$ cat src/pkg/ddc_nco_pkg.sv
package ddc_nco_pkg;

    // Register indices; byte address is four times the index
    localparam logic [9:0] CTL1_IDX = 10'h080;
    localparam logic [9:0] CTL2_IDX = 10'h081;
    localparam logic [9:0] TUNE0_IDX = 10'h082;
    localparam logic [9:0] TUNE1_IDX = 10'h083;
    localparam logic [9:0] TUNE2_IDX = 10'h084;
    localparam logic [9:0] TUNE3_IDX = 10'h085;

    // First control register fields
    localparam int CTL1_HB_B_BIT = 7;
    localparam int CTL1_HB_A_BIT = 6;
    localparam int CTL1_OSC_BIT = 5;
    localparam int CTL1_ADITH_BIT = 4;
    localparam int CTL1_PDITH_BIT = 3;
    localparam int CTL1_PRNG_BIT = 2;
    localparam int CTL1_FS8_BIT = 1;
    localparam int CTL1_FIRST_DOWNCONV_STAGE_BIT = 0;

    // Second control register fields
    localparam int CTL2_BAND_BIT = 7;
    localparam int CTL2_SECOND_DOWNCONV_STAGE_BIT = 6;
    localparam int CTL2_HBGAIN_BIT = 5;
    localparam int CTL2_FDRSEL_BIT = 4;
    localparam int CTL2_DSPP8_BIT = 3;
    localparam int CTL2_CW_BIT = 2;
    localparam int CTL2_CWGAIN_LSB = 0;

    // Values after reset
    localparam logic [7:0] CTL1_RST = 8'h00;
    localparam logic [7:0] CTL2_RST = 8'h00;
    localparam logic [31:0] TUNE_RST = 32'h0000_0000;
    localparam logic [31:0] ACC_RST = 32'h0000_0000;
    localparam logic [15:0] LFSR_SEED = 16'hACE1;

    // Cosine table in 45 degree steps, scale 127
    localparam int TRIG_SHIFT = 7;
    localparam int HB_SHIFT = 2;

    function automatic logic signed [7:0] cos_lut(input logic [2:0] k);
        case (k)
            3'h0: cos_lut = 8'sh7F;
            3'h1: cos_lut = 8'sh5A;
            3'h2: cos_lut = 8'sh00;
            3'h3: cos_lut = 8'shA6;
            3'h4: cos_lut = 8'sh81;
            3'h5: cos_lut = 8'shA6;
            3'h6: cos_lut = 8'sh00;
            default: cos_lut = 8'sh5A;
        endcase
    endfunction

    // Sine is cosine delayed by a quarter turn
    function automatic logic signed [7:0] sin_lut(input logic [2:0] k);
        sin_lut = cos_lut(3'(k + 3'h6));
    endfunction

endpackage

$ cat src/design/ddc_nco_control.sv
`timescale 1ns/1ns
`default_nettype none

module ddc_nco_control
    import ddc_nco_pkg::*;
#(
    parameter int SW = 12,
    parameter int AW = 12
) (
    // Clock and reset
    input wire logic clk_i,
    input wire logic reset_i,
    // APB slave
    input wire logic psel_i,
    input wire logic penable_i,
    input wire logic pwrite_i,
    input wire logic [AW-1:0] paddr_i,
    input wire logic [31:0] pwdata_i,
    input wire logic [3:0] pstrb_i,
    output logic [31:0] prdata_o,
    output logic pready_o,
    output logic pslverr_o,
    // Samples from the conversion core
    input wire logic sample_valid_i,
    input wire logic signed [SW-1:0] sample_i,
    input wire logic sample_chan_b_i,
    input wire logic [2:0] sample_chan_idx_i,
    input wire logic dual_channel_i,
    // Stream toward the output formatter
    output logic out_valid_o,
    output logic signed [SW-1:0] out_i_o,
    output logic signed [SW-1:0] out_q_o,
    output logic out_chan_b_o,
    // Continuous-wave sum
    output logic cw_valid_o,
    output logic signed [SW+4:0] cw_data_o,
    // Settings for neighbouring blocks
    output logic delay_recovery_band_select_o,
    output logic delay_recovery_mode_select_o,
    output logic octal_postproc_enable_o
);

    localparam logic signed [31:0] SAT_MAX = 32'((1 <<< (SW - 1)) - 1);
    localparam logic signed [31:0] SAT_MIN = -SAT_MAX - 32'sh0000_0001;

    function automatic logic signed [SW-1:0] sat(
        input logic signed [31:0] v
    );
        if (v > SAT_MAX) begin
            sat = SAT_MAX[SW-1:0];
        end else if (v < SAT_MIN) begin
            sat = SAT_MIN[SW-1:0];
        end else begin
            sat = v[SW-1:0];
        end
    endfunction

    logic [7:0] ctl1_q;
    logic [7:0] ctl2_q;
    logic [31:0] tune_q;
    logic pready_q;
    logic pslverr_q;
    logic [31:0] prdata_q;
    logic [31:0] rd_d;
    logic err_d;
    logic [9:0] idx;

    assign idx = paddr_i[AW-1:2];

    // Unaligned or unmapped addresses answer with an error, read zero
    always_comb begin
        rd_d = 32'h0000_0000;
        err_d = 1'b0;
        if (paddr_i[1:0] != 2'b00) begin
            err_d = 1'b1;
        end else begin
            case (idx)
                CTL1_IDX: rd_d = {24'h00_0000, ctl1_q};
                CTL2_IDX: rd_d = {24'h00_0000, ctl2_q};
                TUNE0_IDX: rd_d = {24'h00_0000, tune_q[7:0]};
                TUNE1_IDX: rd_d = {24'h00_0000, tune_q[15:8]};
                TUNE2_IDX: rd_d = {24'h00_0000, tune_q[23:16]};
                TUNE3_IDX: rd_d = {24'h00_0000, tune_q[31:24]};
                default: err_d = 1'b1;
            endcase
        end
    end

    // One wait state; answer is registered on the same edge that raises pready
    always_ff @(posedge clk_i) begin
        if (reset_i) begin
            pready_q <= 1'b0;
            pslverr_q <= 1'b0;
            prdata_q <= 32'h0000_0000;
        end else if (psel_i && penable_i && !pready_q) begin
            pready_q <= 1'b1;
            pslverr_q <= err_d;
            prdata_q <= pwrite_i ? 32'h0000_0000 : rd_d;
        end else begin
            pready_q <= 1'b0;
            pslverr_q <= 1'b0;
        end
    end

    logic wr_en;

    // Write lands on the edge where pready is seen high
    assign wr_en = psel_i && penable_i && pready_q && pwrite_i &&
                   pstrb_i[0] && !err_d;

    always_ff @(posedge clk_i) begin
        if (reset_i) begin
            ctl1_q <= CTL1_RST;
            ctl2_q <= CTL2_RST;
            tune_q <= TUNE_RST;
        end else if (wr_en) begin
            case (idx)
                CTL1_IDX: ctl1_q <= pwdata_i[7:0];
                CTL2_IDX: ctl2_q <= pwdata_i[7:0];
                TUNE0_IDX: tune_q[7:0] <= pwdata_i[7:0];
                TUNE1_IDX: tune_q[15:8] <= pwdata_i[7:0];
                TUNE2_IDX: tune_q[23:16] <= pwdata_i[7:0];
                TUNE3_IDX: tune_q[31:24] <= pwdata_i[7:0];
                default: ;
            endcase
        end
    end

    assign prdata_o = prdata_q;
    assign pready_o = pready_q;
    assign pslverr_o = pslverr_q;
    assign delay_recovery_band_select_o = ctl2_q[CTL2_BAND_BIT];
    assign delay_recovery_mode_select_o = ctl2_q[CTL2_FDRSEL_BIT];
    assign octal_postproc_enable_o = ctl2_q[CTL2_DSPP8_BIT];

    logic first_downconv_stage_on;
    logic osc_on;
    logic prng_on;
    logic adith_on;
    logic pdith_on;
    logic rot_on;
    logic cw_on;

    assign first_downconv_stage_on = ctl1_q[CTL1_FIRST_DOWNCONV_STAGE_BIT];
    assign osc_on = first_downconv_stage_on && ctl1_q[CTL1_OSC_BIT];
    assign prng_on = ctl1_q[CTL1_PRNG_BIT];
    // Dither without the shift register is silently inert
    assign adith_on = ctl1_q[CTL1_ADITH_BIT] && prng_on;
    assign pdith_on = ctl1_q[CTL1_PDITH_BIT] && prng_on;
    assign rot_on = ctl2_q[CTL2_SECOND_DOWNCONV_STAGE_BIT] && ctl1_q[CTL1_FS8_BIT];
    assign cw_on = ctl2_q[CTL2_DSPP8_BIT] && ctl2_q[CTL2_CW_BIT];

    logic [31:0] acc_q;
    logic [15:0] lfsr_q;

    // Accumulator parks at zero while off so a restart is phase aligned
    always_ff @(posedge clk_i) begin
        if (reset_i) begin
            acc_q <= ACC_RST;
        end else if (osc_on) begin
            acc_q <= acc_q + tune_q;
        end else begin
            acc_q <= ACC_RST;
        end
    end

    always_ff @(posedge clk_i) begin
        if (reset_i) begin
            lfsr_q <= LFSR_SEED;
        end else if (prng_on) begin
            lfsr_q <= {lfsr_q[14:0],
                       lfsr_q[15] ^ lfsr_q[13] ^ lfsr_q[12] ^ lfsr_q[10]};
        end
    end

    logic [31:0] ph_sum;
    logic [2:0] ph_idx;
    logic signed [31:0] xs;
    logic signed [31:0] adith_v;
    logic signed [31:0] nco_c;
    logic signed [31:0] nco_s;
    logic signed [31:0] mix_i;
    logic signed [31:0] mix_q;

    // Coarse eight-point table trades spur level for area
    assign ph_sum = acc_q + (pdith_on ? {16'h0000, lfsr_q} : 32'h0000_0000);
    assign ph_idx = ph_sum[31:29];
    assign xs = 32'(sample_i);
    assign adith_v = adith_on ? signed'({31'h0000_0000, lfsr_q[0]}) :
                     32'sh0000_0000;
    assign nco_c = 32'(cos_lut(ph_idx));
    assign nco_s = 32'(sin_lut(ph_idx));
    assign mix_i = osc_on ? ((xs * nco_c) >>> TRIG_SHIFT) + adith_v : xs;
    assign mix_q = osc_on ? -((xs * nco_s) >>> TRIG_SHIFT) + adith_v :
                   32'sh0000_0000;

    logic m_valid_q;
    logic m_b_q;
    logic signed [SW-1:0] m_i_q;
    logic signed [SW-1:0] m_q_q;

    always_ff @(posedge clk_i) begin
        if (reset_i) begin
            m_valid_q <= 1'b0;
            m_b_q <= 1'b0;
            m_i_q <= '0;
            m_q_q <= '0;
        end else begin
            m_valid_q <= sample_valid_i && first_downconv_stage_on;
            // Single-channel traffic always lands on channel A
            m_b_q <= dual_channel_i && sample_chan_b_i;
            m_i_q <= sat(mix_i);
            m_q_q <= sat(mix_q);
        end
    end

    logic signed [31:0] hb_i [2];
    logic signed [31:0] hb_q [2];
    logic ph_q [2];

    genvar c;
    generate
        for (c = 0; c < 2; c++) begin : g_hb
            logic signed [31:0] h1i_q;
            logic signed [31:0] h2i_q;
            logic signed [31:0] h1q_q;
            logic signed [31:0] h2q_q;
            logic hp_sel;
            logic signed [31:0] xi;
            logic signed [31:0] xq;

            assign hp_sel = (c == 1) ? ctl1_q[CTL1_HB_B_BIT] :
                            ctl1_q[CTL1_HB_A_BIT];
            assign xi = 32'(m_i_q);
            assign xq = 32'(m_q_q);
            // Low pass 1 2 1, high pass -1 2 -1
            assign hb_i[c] = hp_sel ?
                ((-xi + (h1i_q <<< 1) - h2i_q) >>> HB_SHIFT) :
                ((xi + (h1i_q <<< 1) + h2i_q) >>> HB_SHIFT);
            assign hb_q[c] = hp_sel ?
                ((-xq + (h1q_q <<< 1) - h2q_q) >>> HB_SHIFT) :
                ((xq + (h1q_q <<< 1) + h2q_q) >>> HB_SHIFT);

            always_ff @(posedge clk_i) begin
                if (reset_i) begin
                    h1i_q <= 32'sh0000_0000;
                    h2i_q <= 32'sh0000_0000;
                    h1q_q <= 32'sh0000_0000;
                    h2q_q <= 32'sh0000_0000;
                    ph_q[c] <= 1'b0;
                end else if (m_valid_q && (m_b_q == (c == 1))) begin
                    h1i_q <= xi;
                    h2i_q <= h1i_q;
                    h1q_q <= xq;
                    h2q_q <= h1q_q;
                    ph_q[c] <= !ph_q[c];
                end
            end
        end
    endgenerate

    logic hb_fire;
    logic signed [31:0] hb_sel_i;
    logic signed [31:0] hb_sel_q;
    logic h_valid_q;
    logic h_b_q;
    logic signed [SW-1:0] h_i_q;
    logic signed [SW-1:0] h_q_q;

    // Only every second sample of a channel leaves the filter
    assign hb_fire = m_valid_q && (m_b_q ? ph_q[1] : ph_q[0]);
    assign hb_sel_i = m_b_q ? hb_i[1] : hb_i[0];
    assign hb_sel_q = m_b_q ? hb_q[1] : hb_q[0];

    always_ff @(posedge clk_i) begin
        if (reset_i) begin
            h_valid_q <= 1'b0;
            h_b_q <= 1'b0;
            h_i_q <= '0;
            h_q_q <= '0;
        end else begin
            h_valid_q <= hb_fire;
            h_b_q <= m_b_q;
            if (ctl2_q[CTL2_HBGAIN_BIT]) begin
                h_i_q <= sat(hb_sel_i <<< 1);
                h_q_q <= sat(hb_sel_q <<< 1);
            end else begin
                h_i_q <= sat(hb_sel_i);
                h_q_q <= sat(hb_sel_q);
            end
        end
    end

    logic [2:0] rot_k_q;
    logic signed [31:0] hi32;
    logic signed [31:0] hq32;
    logic signed [31:0] rc;
    logic signed [31:0] rs;
    logic signed [31:0] rot_i;
    logic signed [31:0] rot_q;

    // Eighth-rate rotation after the filter, one step per output sample
    always_ff @(posedge clk_i) begin
        if (reset_i) begin
            rot_k_q <= 3'h0;
        end else if (!rot_on) begin
            rot_k_q <= 3'h0;
        end else if (h_valid_q) begin
            rot_k_q <= rot_k_q + 3'h1;
        end
    end

    assign hi32 = 32'(h_i_q);
    assign hq32 = 32'(h_q_q);
    assign rc = 32'(cos_lut(rot_k_q));
    assign rs = 32'(sin_lut(rot_k_q));
    assign rot_i = rot_on ? ((hi32 * rc - hq32 * rs) >>> TRIG_SHIFT) : hi32;
    assign rot_q = rot_on ? ((hi32 * rs + hq32 * rc) >>> TRIG_SHIFT) : hq32;

    logic out_valid_q;
    logic out_b_q;
    logic signed [SW-1:0] out_i_q;
    logic signed [SW-1:0] out_q_q;

    always_ff @(posedge clk_i) begin
        if (reset_i) begin
            out_valid_q <= 1'b0;
            out_b_q <= 1'b0;
            out_i_q <= '0;
            out_q_q <= '0;
        end else if (first_downconv_stage_on) begin
            out_valid_q <= h_valid_q;
            out_b_q <= h_b_q;
            out_i_q <= sat(rot_i);
            out_q_q <= sat(rot_q);
        end else begin
            // Bypass: raw samples, quadrature held at zero
            out_valid_q <= sample_valid_i;
            out_b_q <= dual_channel_i && sample_chan_b_i;
            out_i_q <= sample_i;
            out_q_q <= '0;
        end
    end

    assign out_valid_o = out_valid_q;
    assign out_i_o = out_i_q;
    assign out_q_o = out_q_q;
    assign out_chan_b_o = out_b_q;

    logic signed [SW+2:0] cw_acc_q;
    logic signed [SW+2:0] cw_sum;
    logic cw_valid_q;
    logic signed [SW+4:0] cw_data_q;

    // Channel samples arrive already phase, gain and offset adjusted
    assign cw_sum = (sample_chan_idx_i == 3'h0) ? (SW+3)'(sample_i) :
                    cw_acc_q + (SW+3)'(sample_i);

    always_ff @(posedge clk_i) begin
        if (reset_i) begin
            cw_acc_q <= '0;
            cw_valid_q <= 1'b0;
            cw_data_q <= '0;
        end else begin
            cw_valid_q <= 1'b0;
            if (cw_on && sample_valid_i) begin
                cw_acc_q <= cw_sum;
                if (sample_chan_idx_i == 3'h7) begin
                    cw_valid_q <= 1'b1;
                    case (ctl2_q[CTL2_CWGAIN_LSB +: 2])
                        2'b00: cw_data_q <= (SW+5)'(cw_sum);
                        2'b01: cw_data_q <= (SW+5)'(cw_sum) <<< 1;
                        default: cw_data_q <= (SW+5)'(cw_sum) <<< 2;
                    endcase
                end
            end
        end
    end

    assign cw_valid_o = cw_valid_q;
    assign cw_data_o = cw_data_q;

endmodule

`default_nettype wire

$ cat config.mk
export PLATFORM = sky130hd
export DESIGN_NAME = ddc_nco_control
export DESIGN_NICKNAME = d
export VERILOG_FILES = /design/src/pkg/ddc_nco_pkg.sv /design/src/design/ddc_nco_control.sv
export SDC_FILE = /design/constraint.sdc
export NUM_CORES = 2
export LEC_CHECK = 0
export ABC_CLOCK_PERIOD_IN_PS = 10100
export BUFFER_PORTS_ARGS = -buffer_cell sky130_fd_sc_hd__buf_2
export CORE_MARGIN = 1.5
export CORE_UTILIZATION = 57
export CTS_CLUSTER_DIAMETER = 100
export DETAILED_ROUTE_END_ITERATION = 16
export PLACE_DENSITY_LB_ADDON = 0.25
export SYNTH_ARGS = -nofsm -noshare
export SYNTH_HDL_FRONTEND = slang
export SYNTH_SLANG_ARGS = --single-unit
$ cat constraint.sdc
create_clock -name clk_i -period 10.1 [get_ports clk_i]
set_input_delay 1.515 -clock clk_i [delete_from_list [all_inputs] [get_ports clk_i]]
set_output_delay 1.515 -clock clk_i [all_outputs]
set_load 0.05 [all_outputs]
==> results by group <==
Run status
  • Outcome: complete, no violations

Logic synthesis
  • Ys flop type: dfxtp_1
  • Synth async-reset ratio: 0%
  • Syn Area/Cell: 8.65 sq um
  • Commonest cells in the netlist: 755 x inv_1, 691 x fa_1, 569 x nand2_1
  • Top-area cell type share of the netlist area: 28.2%
  • Post-synth EDFFs: 2
  • Most frequent cell after synthesis: inv_1
  • Syn Inst Count: roughly 5700
  • Synthesized area: between 40000 and 50000 sq um
  • Synth warnings: 0
  • Count of cell types in the netlist: 102
  • Post-synthesis sequential area ratio: between 10% and 20%
  • Yosys top cell by area: fa_1
  • Synth area leaders: fa_1 28%, dfxtp_1 13%, ha_1 12%, inv_1 5.8%, nand2_1 4.4%
  • Yosys reg bits: 318

Layout
  • Nets: 6865
  • Register area: 6390 sq um
  • Area growth syn-to-layout: 6.24%
  • Non-Filler Instances: between 6000 and 7000
  • # fillers: 7442
  • Layout cells sized above 1: 6.07%
  • Area of the multi-input gates: 39000 sq um

Worst setup path
  • CP max FO: 18
  • CP startpoint kind: flop
  • Reg2reg path depth: 36
  • Reg2Reg Launch Point: ctl1_q[3]$_SDFFE_PP0P_
  • CP top delay family: simple AND/OR/NAND/NOR gates
  • WS Path Type: reg2reg
  • Setup crit end kind: flop
  • R2R setup slack: 560 ps
  • Crit path from: ctl1_q[3]$_SDFFE_PP0P_
  • Max incr delay on CP: slightly below 700 ps
  • Reg-to-Reg End: m_q_q[7]$_SDFF_PP0_
  • Crit path DAT: 10040 ps
  • WP data required: 10610 ps
  • CP bufs+invs: 6
  • Crit path max-delay cell type: or4b_2

Place
  • GP Congestion: approximately 0.95
  • PortBufs: 100
  • Placed cell count: around 6800
  • HPWL Detailed: between 100000 and 150000 um

Hold path
  • Worst hold path endpoint: prdata_o[0]$_SDFFE_PP0P_
  • Hold crit path type: reg2reg
  • Cells on Worst Hold Path: 2
  • Hold path startpoint: prdata_o[0]$_SDFFE_PP0P_

STA
  • Final Cycle Share: 94.4%
  • Final Setup Violations: 0
  • Fin Clk Skew: 24.3 ps
  • Unrepaired setup endpoints after global routing: no
  • Hold slack: about 460 ps
  • Final hold vios: 0
  • Shortest period the worst path allows: 9540 ps
  • Worst-Margin Slew: 1230 ps
  • Slew headroom: roughly 18%
  • Max-slew violation count: 0
  • Fmax: roughly 0.10 GHz

CTS
  • Clock tree buffer depth: 3
  • Total CTS buffers: 38
  • Hold Buf Count CTS: 0
  • H-tree depth: 2
  • Root buf cell: clkbuf_16
  • Clk_lat worst skew: 590 ps
  • Reg clk slew, reported paths: ~60 ps
  • CTS tree: yes
  • Clock Sinks: 318

Global routing
  • Initial antenna violation count: 4
  • GR Util met1: between 40 and 50%
  • Met3 GRT Util: 4.35%
  • Met2 usage: just under 50%
  • GR peak layer: met2
  • Global route total overflow: 0
  • Largest net degree at the start of global routing: slightly below 70
  • Vias in the first global route: 39200
  • Global-route wire length before repair: roughly 210000 um
  • Gr usage total: around 30%

Die
  • Top-Level Pins: between 150 and 200
  • Rows: between 100 and 150
  • Die Span Y: 296 um
  • Die W: 296 um
  • Core area: ~85000 sq um
  • Die area: slightly below 90000 sq um
  • Initial Utilization: 57.5%

Power and ir drop
  • Lkg Pwr: between 20 and 25 nW
  • Peak VDD IR: 0.260 mV
  • Tot Pwr: 0.00814 W
  • Cell Pwr Density: 156 nW/um^2

Route
  • WL per Instance: between 15 and 20 um
  • Post-route ant nets: 0
  • First drt pass iteration count: 6
  • Drt initial violations: 2732
  • WL final: 129000 um
  • Number of remaining DRC errors: 0
  • DR vias: 39600
  • Via density per instance: 5.80

Run
  • Max Cap Viol: 0
[repair_timing]
| item | in CTS | in global routing |
|---|---|---|
| buffers inserted | 0 | 3 |
| resized for setup | 3 | 15 |
| endpoints found under the setup margin | 11 | 11 |
| cloned | 0 | 1 |
| pin swaps | 0 | 3 |
[metal layers]
metal,vias to the layer above,wire length [um]
met3,221,8730
met2,1239,60300
met4,4,4110
li1,18900,-
met1,19200,55800
met5,-,25
[worst reg2reg max path, delay by kind of cell, from the launching register on]
kind	cells	cell delay (ps)
AO/OA/AOI/OAI	8	1800
adder cells (fa/ha/maj)	7	2970
buffers and inverters	6	580
multiplexers	2	480
flip-flops	1	390
AND/OR/NAND/NOR	13	3230
[report_power, final]
part	internal, W	switching [W]	leakage (nW)
Sequential	0.00127	0.0000594	2.58
Combinational	0.00227	0.00298	21.7
Clock	0.000938	0.000624	0.686
[registers in the layout (all words and copies together) (netlist names), 2 cells and up]
register / flops
g_hb.h2q_q: 24
h_i_q: 12
tune_q: 32
g_hb.h2i_q: 24
prdata_o: 8
m_i_q: 12
cw_data_o: 17
out_i_o: 12
acc_q: 32
lfsr_q: 16
rot_k_q: 3
ctl2_q: 8
ph_q: 2
out_q_o: 12
cw_acc_q: 15
g_hb.h1i_q: 24
m_q_q: 12
g_hb.h1q_q: 24
ctl1_q: 8
h_q_q: 12
[cells by family after synthesis]
group	after synthesis	share of synthesized area [%]
AND/OR/NAND/NOR	1609	15.7
buffers and inverters	999	7.87
flip-flops	318	13.0
multiplexers	88	1.83
other	1	0.00765
adder cells (fa/ha/maj)	1143	39.8
XOR/XNOR	319	5.70
AO/OA/AOI/OAI	1189	16.1
[area by class of cell]
type                            instances  share of cell area, %
Antenna cell                            1                0.00481
Clock buffer                           48                   2.03
Clock inverter                         20                  0.711
Inverter                              756                   5.45
Multi-Input combinational cell       4373                   74.8
Sequential cell                       318                   12.3
Tap cell                             1144                   2.75
Timing Repair Buffer                  165                   1.93
[layout by cell type (no fill, tap or decap), drive strengths merged, types with 13 or more instances in the layout]
cell type,instances
a211o,16
o21bai,23
o21ai,254
or3,29
ha,451
o21a,51
inv,757
mux2,14
fa,691
nand2,569
and2,143
or2,45
o311ai,15
o31ai,13
a41oi,13
nor2,362
a22o,59
nand4,27
a211oi,81
a21o,97
clkbuf,48
nor2b,68
a221oi,13
nand2b,78
mux2i,74
xor2,119
buf,165
o211ai,42
nor3,80
a21oi,313
and3,64
conb,24
o22ai,27
xnor2,200
nand3,65
dfxtp,316
a31oi,38
nor4,17
[metrics by stage]
| stage | TNS, ps | util (%) | setup slack (ps) | instance area [sq um] |
|---|---|---|---|---|
| after floorplan | 0 | - | 143 | 49100 |
| after global placement | -1070 | 59.3 | -110 | 50500 |
| after detailed placement | -2720 | 59.3 | -289 | 50500 |
| after CTS | 0 | 61.0 | 75.7 | 51900 |
| after global routing | 0 | 61.1 | 9.76 | 52100 |
| final | 0 | 61.1 | 561 | 52100 |
[how the worst max path moves through the flow]
| stage | slack [ps] | depth (start not counted) | to |
|---|---|---|---|
| 5_1_grt | 10 | 37 | m_q_q[5]$_SDFF_PP0_ |
| 2_1_floorplan | 140 | 40 | m_q_q[10]$_SDFF_PP0_ |
| 3_5_place_dp | -290 | 35 | m_q_q[6]$_SDFF_PP0_ |
| 4_1_cts | 80 | 37 | m_q_q[9]$_SDFF_PP0_ |
| 3_3_place_gp | -110 | 35 | m_q_q[0]$_SDFF_PP0_ |
| 6_report | 560 | 36 | m_q_q[7]$_SDFF_PP0_ |
(Power assumes the default switching activity.)
